**src/verilog/hsms_params.svh**
```systemverilog
// Purpose: Timing counts and code constants for the sample and mode sequencer
// Assumes: clk_in at 100 MHz (10 ns)
// Notes:   Internal tick is about 10 us; cycle counts are derived from times, phase counts are set directly in ticks
`ifndef HSMS_PARAMS_SVH
`define HSMS_PARAMS_SVH

`define HSMS_CLK_PERIOD_NS   10
`define HSMS_TICK_NS         10000
`define HSMS_TICK_CYCLES     (`HSMS_TICK_NS / `HSMS_CLK_PERIOD_NS)
`define HSMS_TRIG_TICKS      1
`define HSMS_AWAKE_TICKS     12
`define HSMS_UPDATE_TICKS    1
`define HSMS_EXT_CONV_TICKS  14
`define HSMS_TURBO_CONV_TICKS 16
`define HSMS_UP_RATE_HZ      24
`define HSMS_UP_PERIOD_TICKS (100000 / `HSMS_UP_RATE_HZ)
`define HSMS_SETTLE_US       1000
`define HSMS_SETTLE_CYCLES   ((`HSMS_SETTLE_US * 1000) / `HSMS_CLK_PERIOD_NS)
`define HSMS_MODE_TICKS      `HSMS_EXT_CONV_TICKS
`define HSMS_MID_CODE        8'h80
`define HSMS_CODE_W          8

`endif

```
**src/verilog/hsms_pkg.sv**
```systemverilog
// Purpose: Types for the sample and mode sequencer
// Assumes: Nothing beyond the params header
// Notes:   State names follow the conversion phases
package hsms_pkg;
    typedef enum logic [2:0] {
        HSMS_SLEEP,
        HSMS_TRIG,
        HSMS_AWAKE,
        HSMS_UPDATE,
        HSMS_PAD
    } hsms_state_e;

    typedef enum logic [1:0] {
        HSMS_MODE_MICRO,
        HSMS_MODE_TURBO,
        HSMS_MODE_EXT
    } hsms_mode_e;
endpackage : hsms_pkg

```
**src/verilog/hsms_sequencer.sv**
```systemverilog
// Purpose: Sample and mode sequencer of a linear magnetic sensor readout
// Assumes: mode_control_pin is asynchronous; sample_code_in is the converter result
// Notes:   Settle and micropower periods are parameters so simulation can shorten them
`timescale 1ns/1ps
`include "hsms_params.svh"

module hsms_sequencer
    import hsms_pkg::*;
#(
    parameter int SETTLE_CYCLES = `HSMS_SETTLE_CYCLES,
    parameter int UP_PERIOD_TICKS = `HSMS_UP_PERIOD_TICKS
) (
    // Clock and reset
    input  wire logic                     clk_in,
    input  wire logic                     nrst_in,
    // Mode control pin and its pull-down
    input  wire logic                     mode_control_pin_in,
    input  wire logic                     mode_control_pin_driven_in,
    // Converter result, signed offset from null; zero means null field
    input  wire logic [`HSMS_CODE_W-1:0]  sample_code_in,
    // Output code and status
    output logic [`HSMS_CODE_W-1:0]       out_code_out,
    output logic                          out_valid_out,
    output logic                          awake_out,
    output logic [1:0]                    mode_out
);

    // Synchroniser stages for the pin and its drive sense
    logic [1:0]        pin_sync_reg;
    logic [1:0]        drv_sync_reg;
    logic              pin_prev_reg;       // Previous synced level for edge detect
    // Tick prescaler and tick counters
    logic [15:0]       pre_reg;
    logic [15:0]       phase_reg;          // Ticks spent in current state
    logic [15:0]       sleep_reg;          // Ticks since last conversion start
    logic [4:0]        mode_ticks_reg;     // Ticks of unbroken level
    logic [31:0]       settle_reg;
    hsms_state_e       state_reg;
    hsms_state_e       state_next;
    hsms_mode_e        mode_reg;
    logic [`HSMS_CODE_W-1:0] code_reg;
    logic [`HSMS_CODE_W-1:0] held_reg;    // Sample captured at end of awake
    logic              valid_reg;
    logic              awake_reg;

    // Decoded pin level; undriven pin reads low through the pull-down
    wire pin_level   = pin_sync_reg[1] & drv_sync_reg[1];
    wire rise        = pin_level & ~pin_prev_reg;
    wire tick        = (pre_reg == 16'(`HSMS_TICK_CYCLES - 1));
    wire settled     = (settle_reg == 32'(SETTLE_CYCLES));
    wire phase_end_trig   = tick && (phase_reg == 16'(`HSMS_TRIG_TICKS - 1));
    wire phase_end_awake  = tick && (phase_reg == 16'(`HSMS_AWAKE_TICKS - 1));
    wire phase_end_update = tick && (phase_reg == 16'(`HSMS_UPDATE_TICKS - 1));
    // Turbo pads the cycle to 16 ticks with two idle ticks
    wire phase_end_pad    = tick &&
        (phase_reg == 16'(`HSMS_TURBO_CONV_TICKS - `HSMS_EXT_CONV_TICKS - 1));
    wire up_due      = (sleep_reg >= 16'(UP_PERIOD_TICKS - 1)) && tick;
    // After settle, a rising edge in sleep is an external trigger, even the one that leaves micro or turbo
    // Turbo restarts in the cycle after the pad, so the period stays 16 ticks
    wire start_conv  = settled && (
        rise ||
        (mode_reg == HSMS_MODE_TURBO) ||
        (mode_reg == HSMS_MODE_MICRO && up_due));

    // Synchronisers: first stage feeds only the second
    always_ff @(posedge clk_in or negedge nrst_in) begin
        if (!nrst_in) begin
            pin_sync_reg <= 2'h0;
            drv_sync_reg <= 2'h0;
            pin_prev_reg <= 1'b0;
        end else begin
            pin_sync_reg <= {pin_sync_reg[0], mode_control_pin_in};
            drv_sync_reg <= {drv_sync_reg[0], mode_control_pin_driven_in};
            pin_prev_reg <= pin_level;
        end
    end

    // Tick prescaler, free running
    always_ff @(posedge clk_in or negedge nrst_in) begin
        if (!nrst_in) begin
            pre_reg <= 16'h0000;
        end else if (tick) begin
            pre_reg <= 16'h0000;
        end else begin
            pre_reg <= pre_reg + 16'h0001;
        end
    end

    // Power-on settle counter
    always_ff @(posedge clk_in or negedge nrst_in) begin
        if (!nrst_in) begin
            settle_reg <= 32'h0000_0000;
        end else if (!settled) begin
            settle_reg <= settle_reg + 32'h0000_0001;
        end
    end

    // Mode detect: a level unbroken for a full conversion picks micro or turbo
    always_ff @(posedge clk_in or negedge nrst_in) begin
        if (!nrst_in) begin
            mode_ticks_reg <= 5'h00;
            mode_reg       <= HSMS_MODE_MICRO;
        end else if (pin_level != pin_prev_reg) begin
            // Any transition restarts the count; pulses mean external drive
            mode_ticks_reg <= 5'h00;
            if (rise) begin
                mode_reg <= HSMS_MODE_EXT;
            end
        end else if (tick) begin
            if (mode_ticks_reg == 5'(`HSMS_MODE_TICKS)) begin
                // Level held: low means micropower, high means turbo
                mode_reg <= pin_level ? HSMS_MODE_TURBO : HSMS_MODE_MICRO;
            end else begin
                mode_ticks_reg <= mode_ticks_reg + 5'h01;
            end
        end
    end

    // Ticks since last start, paces micropower mode
    always_ff @(posedge clk_in or negedge nrst_in) begin
        if (!nrst_in) begin
            sleep_reg <= 16'h0000;
        end else if (start_conv && state_reg == HSMS_SLEEP) begin
            sleep_reg <= 16'h0000;
        end else if (tick && sleep_reg != 16'hFFFF) begin
            sleep_reg <= sleep_reg + 16'h0001;
        end
    end

    // Next state of the conversion sequence
    always_comb begin
        state_next = state_reg;
        case (state_reg)
            HSMS_SLEEP: begin
                if (start_conv) begin
                    state_next = HSMS_TRIG;
                end
            end
            HSMS_TRIG: begin
                if (phase_end_trig) begin
                    state_next = HSMS_AWAKE;
                end
            end
            HSMS_AWAKE: begin
                if (phase_end_awake) begin
                    state_next = HSMS_UPDATE;
                end
            end
            HSMS_UPDATE: begin
                if (phase_end_update) begin
                    // Turbo stretches to 16 ticks, others end at 14
                    state_next = (mode_reg == HSMS_MODE_TURBO) ? HSMS_PAD : HSMS_SLEEP;
                end
            end
            HSMS_PAD: begin
                if (phase_end_pad) begin
                    state_next = HSMS_SLEEP;
                end
            end
            default: begin
                state_next = HSMS_SLEEP;
            end
        endcase
    end

    // State register and phase tick counter
    always_ff @(posedge clk_in or negedge nrst_in) begin
        if (!nrst_in) begin
            state_reg <= HSMS_SLEEP;
            phase_reg <= 16'h0000;
        end else begin
            state_reg <= state_next;
            if (state_next != state_reg) begin
                phase_reg <= 16'h0000;
            end else if (tick) begin
                phase_reg <= phase_reg + 16'h0001;
            end
        end
    end

    // Capture at end of awake, load output in update tick, hold otherwise
    always_ff @(posedge clk_in or negedge nrst_in) begin
        if (!nrst_in) begin
            held_reg  <= `HSMS_MID_CODE;
            code_reg  <= `HSMS_MID_CODE;
            valid_reg <= 1'b0;
        end else begin
            if (state_reg == HSMS_AWAKE && phase_end_awake) begin
                // Offset code flips MSB so zero maps to mid-scale
                held_reg <= sample_code_in ^ `HSMS_MID_CODE;
            end
            if (state_reg == HSMS_UPDATE && phase_end_update) begin
                code_reg  <= held_reg;
                valid_reg <= settled;
            end
        end
    end

    // Output flops
    always_ff @(posedge clk_in or negedge nrst_in) begin
        if (!nrst_in) begin
            awake_reg <= 1'b0;
        end else begin
            awake_reg <= (state_next == HSMS_AWAKE);
        end
    end

    assign out_code_out  = code_reg;
    assign out_valid_out = valid_reg;
    assign awake_out     = awake_reg;
    assign mode_out      = mode_reg;

endmodule : hsms_sequencer

```
**config.mk**
```make
export PLATFORM = sky130hd
export DESIGN_NAME = hsms_sequencer
export DESIGN_NICKNAME = d
export VERILOG_FILES = /design/src/verilog/hsms_pkg.sv /design/src/verilog/hsms_sequencer.sv
export VERILOG_INCLUDE_DIRS = /design/src /design/src/verilog
export SDC_FILE = /design/constraint.sdc
export NUM_CORES = 1
export LEC_CHECK = 0
export CORE_UTILIZATION = 57
export CTS_CLUSTER_DIAMETER = 50
export DETAILED_ROUTE_END_ITERATION = 10
export DONT_BUFFER_PORTS = 1
export GPL_TIMING_DRIVEN = 1
export PLACE_DENSITY = 0.75
export RECOVER_POWER = 50
export SLEW_MARGIN = 10
export SYNTH_ARGS = -nofsm -noshare
export SYNTH_HDL_FRONTEND = slang
export SYNTH_SLANG_ARGS = --single-unit
```
**constraint.sdc**
```tcl
create_clock -name clk_in -period 2.25 [get_ports clk_in]
set_input_delay 0.225 -clock clk_in [delete_from_list [all_inputs] [get_ports clk_in]]
set_output_delay 0.225 -clock clk_in [all_outputs]
set_load 0.01 [all_outputs]
```
# == Yosys cells after proc, flatten, opt, wreduce, memory -nomap -nowiden ==
# Cells that the tools add are included.
# classes
add_sub_neg,5
magnitude_cmp,1
n_eq_ne,16
muxes,20
bitwise,4
reduce_logical,21
# ops
operator,n
16-bit two-way mux,5
"16-bit by 1-bit adder with 16-bit output, second input constant",3
"32-bit by 1-bit adder with 32-bit output, second input constant",1
"32-bit by 17-bit equality test with 1-bit output, second input constant",1
3-bit two-way mux,6
"16-bit by 1-bit equality test with 1-bit output, second input constant",1
"16-bit by 10-bit equality test with 1-bit output, second input constant",1
"16-bit by 4-bit equality test with 1-bit output, second input constant",1
"16-bit by 13-bit greater-or-equal comparator with 1-bit output, second input constant",1
16-bit logical NOT,1
"16-bit != test, second input constant",1
5-bit two-way mux,3
3-bit one-hot mux with 5 select lines,1
1-bit logical AND,10
"3-bit by 2-bit equality test with 1-bit output, second input constant",3
2-bit two-way mux,4
2-bit nonzero test,4
"5-bit by 1-bit adder with 5-bit output, second input constant",1
"5-bit by 4-bit equality test with 1-bit output, second input constant",1
"2-bit != test, second input constant",2
"3-bit by 1-bit equality test with 1-bit output, second input constant",1
"3-bit equality test, second input constant",1
3-bit logical NOT,1
3-bit != test,1
9 further kinds,12
# word_totals
regBits,113
out_inout_bits,12
wordCells,81

# == Longest topological paths before layout ==
# logic_depth
depth_word,9
depth_mapped,8

# == Least setup slack after synthesis ==
# Ideal clock, no wire load.
# synth_path
kind,register to register
startpoint,reg phase_reg[4]
endpoint,reg held_reg[3]
setup_time_ps,125
t_arrival_ps,2146
t_required_ps,2125
path_slack_ps,-21
path_stages_with_launch,7
period_less_slack_ps,2271
path_cell_list,dfrtp_1 or4_4 nor3_4 nand3_2 nor4_4 buf_6 mux2_4
# synth_between
elab_chain_cells,3
# synth_rtl
element,line,rtl
start: declaration,hsms_sequencer.sv:34,logic [15:0] phase_reg;
start signal: assignment,hsms_sequencer.sv:176,phase_reg <= phase_reg + 16'h0001;
16-bit by 4-bit equality test with 1-bit output,hsms_sequencer.sv:52,wire phase_end_awake = tick && (phase_reg == 16'(`HSMS_AWAKE_TICKS - 1));
1-bit logical AND,hsms_sequencer.sv:52,
1-bit logical AND,hsms_sequencer.sv:188,if (state_reg == HSMS_AWAKE && phase_end_awake) begin
end signal: assignment,hsms_sequencer.sv:184,held_reg <= `HSMS_MID_CODE;
end signal: assignment,hsms_sequencer.sv:190,held_reg <= sample_code_in ^ `HSMS_MID_CODE;
end: declaration,hsms_sequencer.sv:42,logic [`HSMS_CODE_W-1:0] held_reg;
# No other way between the ends.
# A chain may end at the register's enable or synchronous reset.

# == Worst setup path after layout ==
# layout_path
startpoint,reg pre_reg[12]
endpoint,reg sleep_reg[10]
# layout_between
elab_chain_cells,7
# layout_rtl
element,line,rtl
start: declaration,hsms_sequencer.sv:33,logic [15:0] pre_reg;
start signal: assignment,hsms_sequencer.sv:85,pre_reg <= pre_reg + 16'h0001;
16-bit by 10-bit equality test with 1-bit output *,hsms_sequencer.sv:49,wire tick = (pre_reg == 16'(`HSMS_TICK_CYCLES - 1));
1-bit logical AND,hsms_sequencer.sv:57,wire up_due = (sleep_reg >= 16'(UP_PERIOD_TICKS - 1)) && tick;
1-bit logical AND,hsms_sequencer.sv:63,(mode_reg == HSMS_MODE_MICRO && up_due));
1-bit logical OR,hsms_sequencer.sv:62,(mode_reg == HSMS_MODE_TURBO) ||
1-bit logical AND,hsms_sequencer.sv:60,wire start_conv = settled && (
1-bit logical AND,hsms_sequencer.sv:123,end else if (start_conv && state_reg == HSMS_SLEEP) begin
16-bit two-way mux / 2-bit nonzero test (equally long branches),-,
end signal: assignment,hsms_sequencer.sv:126,sleep_reg <= sleep_reg + 16'h0001;
end: declaration,hsms_sequencer.sv:35,logic [15:0] sleep_reg;
# Every way passes the cells marked *; elsewhere a longest branch is shown, timed or not.

==> metrics.txt <==
syn nets 558; startpoint types flip-flop; Hold/Removal Path Class in -> async; post-synth top area share 49.09%; Die Ht 101.6 µm; Cell variety after synth 52; Reg2Reg Depth 7; worst slack, placed 0.01170 ns; Die Width 101.6 µm; Avg WL per Cell 17.47 µm; violated checks hold timing, setup timing; Final Non-Filler Cells roughly 730; area leader, netlist dfrtp_1; Slew Viols, Final 0; CTS Hold Bufs 10; die area between 10000 and 15000 µm²; sw frac about 21%; I/O pin count 24; root buffer cell clkbuf_8; flops & latches, synth 113; post-detail-place hpwl 7.441 mm; H-tree levels 4; most common cell after layout, fill and taps aside dfrtp_1; drt drc 0; final instance area 6920 µm²; Max transition margin 64.20%; net switching power 0.0009656 W; clock skew around 0.018 ns; CP max FO 8; final critical-path setup slack -0.05377 ns; post-route core utilization about three quarters; crit path DAT 2.71 ns; Fillers roughly 610; CP Class reg -> reg; largest net degree at the start of global routing 114; commonest cells after routing, fill and taps aside 109 x dfrtp_1, 52 x xnor2_1, 39 x nor2_1, 39 x nand2_1, 38 x buf_4; GRT overflow 0; clk_lat worst skew 0.54 ns; reg2reg setup slack -0.05 ns; Vias per Instance 5.867; CTS tree done; top area cells in the synthesized netlist dfrtp_1 49%, xnor2_1 8.0%, xor2_1 3.6%; EDFF count, synth 0; Pleak 3.065 nW; status finished with violations; core area approximately 9400 µm²; Mapped Area 5658 µm²; # setup viols final 13; Clock Sinks 113; via count 4277; initial antenna violation count 0; Port Buf Inserts 0; WHS -0.6273 ns; DR iter-0 viols 216; Warnings, synthesis 0; Syn Inst Count 533; routed wire length 12.74 mm; worst flop-to-flop path startpoint pre_reg[12]; Least-Margin Pin Slew 0.5370 ns; diode count 0; Flop pwr share between 40% and 50%; final count of hold timing violations 113; internal power 0.003706 W; RSZ-0062 raised after global routing yes; Placed Cells 674; Largest register FFs 32; crit path capture type flip-flop; maximum buffer depth of the clock tree 2; Worst EP required 2.65 ns; fin crit period approximately 2.3 ns; All-Layer GR Usage about 26%; reg2reg end sleep_reg[10]; MaxCap Viol Count 0; ys async rst share 100.0%; cts bufs inserted 17; CTS clk-pin slew, worst paths approximately 0.070 ns; dominant synthesized flop cell dfrtp_1; Antenna Nets Post-Route 0; setup TNS -0.4288 ns; Starting Density 60.09%; Avg Synthesized Cell Area 10.62 µm²; f_max 434.1 MHz; fraction of layout cells with a size suffix above 1 22.17%; clock network power share 53.6%; Detailed Routing Iterations Pass 1 4; GPL Wtd Cong 0.8013; row count 35; Total Nets Final 612; Comb power frac 1.9%; Area growth syn-to-layout 22.31%; worst vdd ir 529.9 µV; first-pass GRT wire length around 20 mm; Post-DP Area 5959 µm²; Seq/Total Area, Yosys 50.02%; Power Density 675.0 nW/µm²; Period Utilization, post-route 102.4%; vias in the first global route 4202
==> through the flow <==
stage / hold WS (ns) / total power, W
2_1_floorplan: -0.07059 / 0.002159
3_3_place_gp: -0.06863 / 0.002177
3_5_place_dp: -0.06810 / 0.002183
4_1_cts: -0.6216 / 0.004671
5_1_grt: -0.6416 / 0.004823
6_report: -0.6273 / 0.004672
==> synthesized netlist by cell type, types with 5 or more instances <==
library cell / n
nor2_1: 42
nor3_1: 26
xnor2_1: 52
and4_1: 9
nand2_1: 39
and2_1: 8
mux2_2: 13
o21ai_0: 7
inv_1: 15
nand3_1: 32
nor4_1: 26
a21oi_1: 7
nand4_1: 21
a211oi_1: 5
clkbuf_1: 12
ha_1: 13
dfrtp_1: 111
nor4b_1: 7
xor2_1: 23
and3_1: 10
==> layer usage <==
metal / GRT usage, % / part of all wire (%)
met5: 0 / 0
met4: 13.71 / 3.0
met3: 6.211 / 4.1
met2: 43.09 / 51
met1: 31.00 / 42
==> worst max path at each step <==
stage | startpoint | end | slack (ns) | cells after the start
floorplan | phase_reg[4] | held_reg[3] | 0.05 | 6
global placement | settle_reg[1] | sleep_reg[10] | 0.06 | 8
detailed placement | settle_reg[1] | phase_reg[13] | 0.01 | 8
CTS | settle_reg[1] | phase_reg[5] | 0.01 | 8
global route | pre_reg[12] | sleep_reg[10] | -0.15 | 7
finish | pre_reg[12] | sleep_reg[10] | -0.05 | 7
==> worst max-delay path, cell delays in order (launching register included) <==
cell and delay (ns):
dfrtp_1 0.45, nor4_1 0.49, and4_4 0.37, o211ai_1 0.19, a211oi_4 0.35, buf_6 0.15, buf_12 0.13, a211oi_1 0.05
==> cell families (layout without fill, tap and decap cells) <==
group | count (synthesis) | after routing | share of synthesized area, %
AND/OR/NAND/NOR | 250 | 250 | 24.90
multiplexers | 21 | 21 | 4.357
buffers and inverters | 34 | 101 | 3.162
AO/OA/AOI/OAI | 27 | 27 | 3.074
flip-flops | 113 | 113 | 50.02
XOR/XNOR | 75 | 75 | 11.61
adder cells (fa/ha/maj) | 13 | 13 | 2.875
==> power groups by stage <==
stage,combinational [W],sequential (W),clock [W]
after detailed placement,0.0000698,0.00211,0
after CTS,0.0000850,0.00208,0.00251
after floorplan,0.0000507,0.00211,0
after global placement,0.0000643,0.00211,0
final,0.0000907,0.00208,0.00250
after global routing,0.000108,0.00208,0.00264
==> timing repair <==
action / in CTS / in global routing
resized for setup: 2 / 46
hold endpoints to repair: 123 / 113
gates cloned: 0 / 1
endpoints found under the setup margin: 16 / 43
pin swaps: 1 / 12
setup buffers: 0 / 12
==> area by class of cell <==
cell class              count  area, µm²  area share [%]
well taps                 129      161.4           2.332
multi-input cells         386       2838           41.01
clock inverters             6      55.05          0.7955
inverters                  15      56.30          0.8136
flip-flops and latches    113       2833           40.93
repair buffers             54      479.2           6.925
clock buffers              26      498.0           7.196
Note: power is estimated with default switching activity, not from simulation.
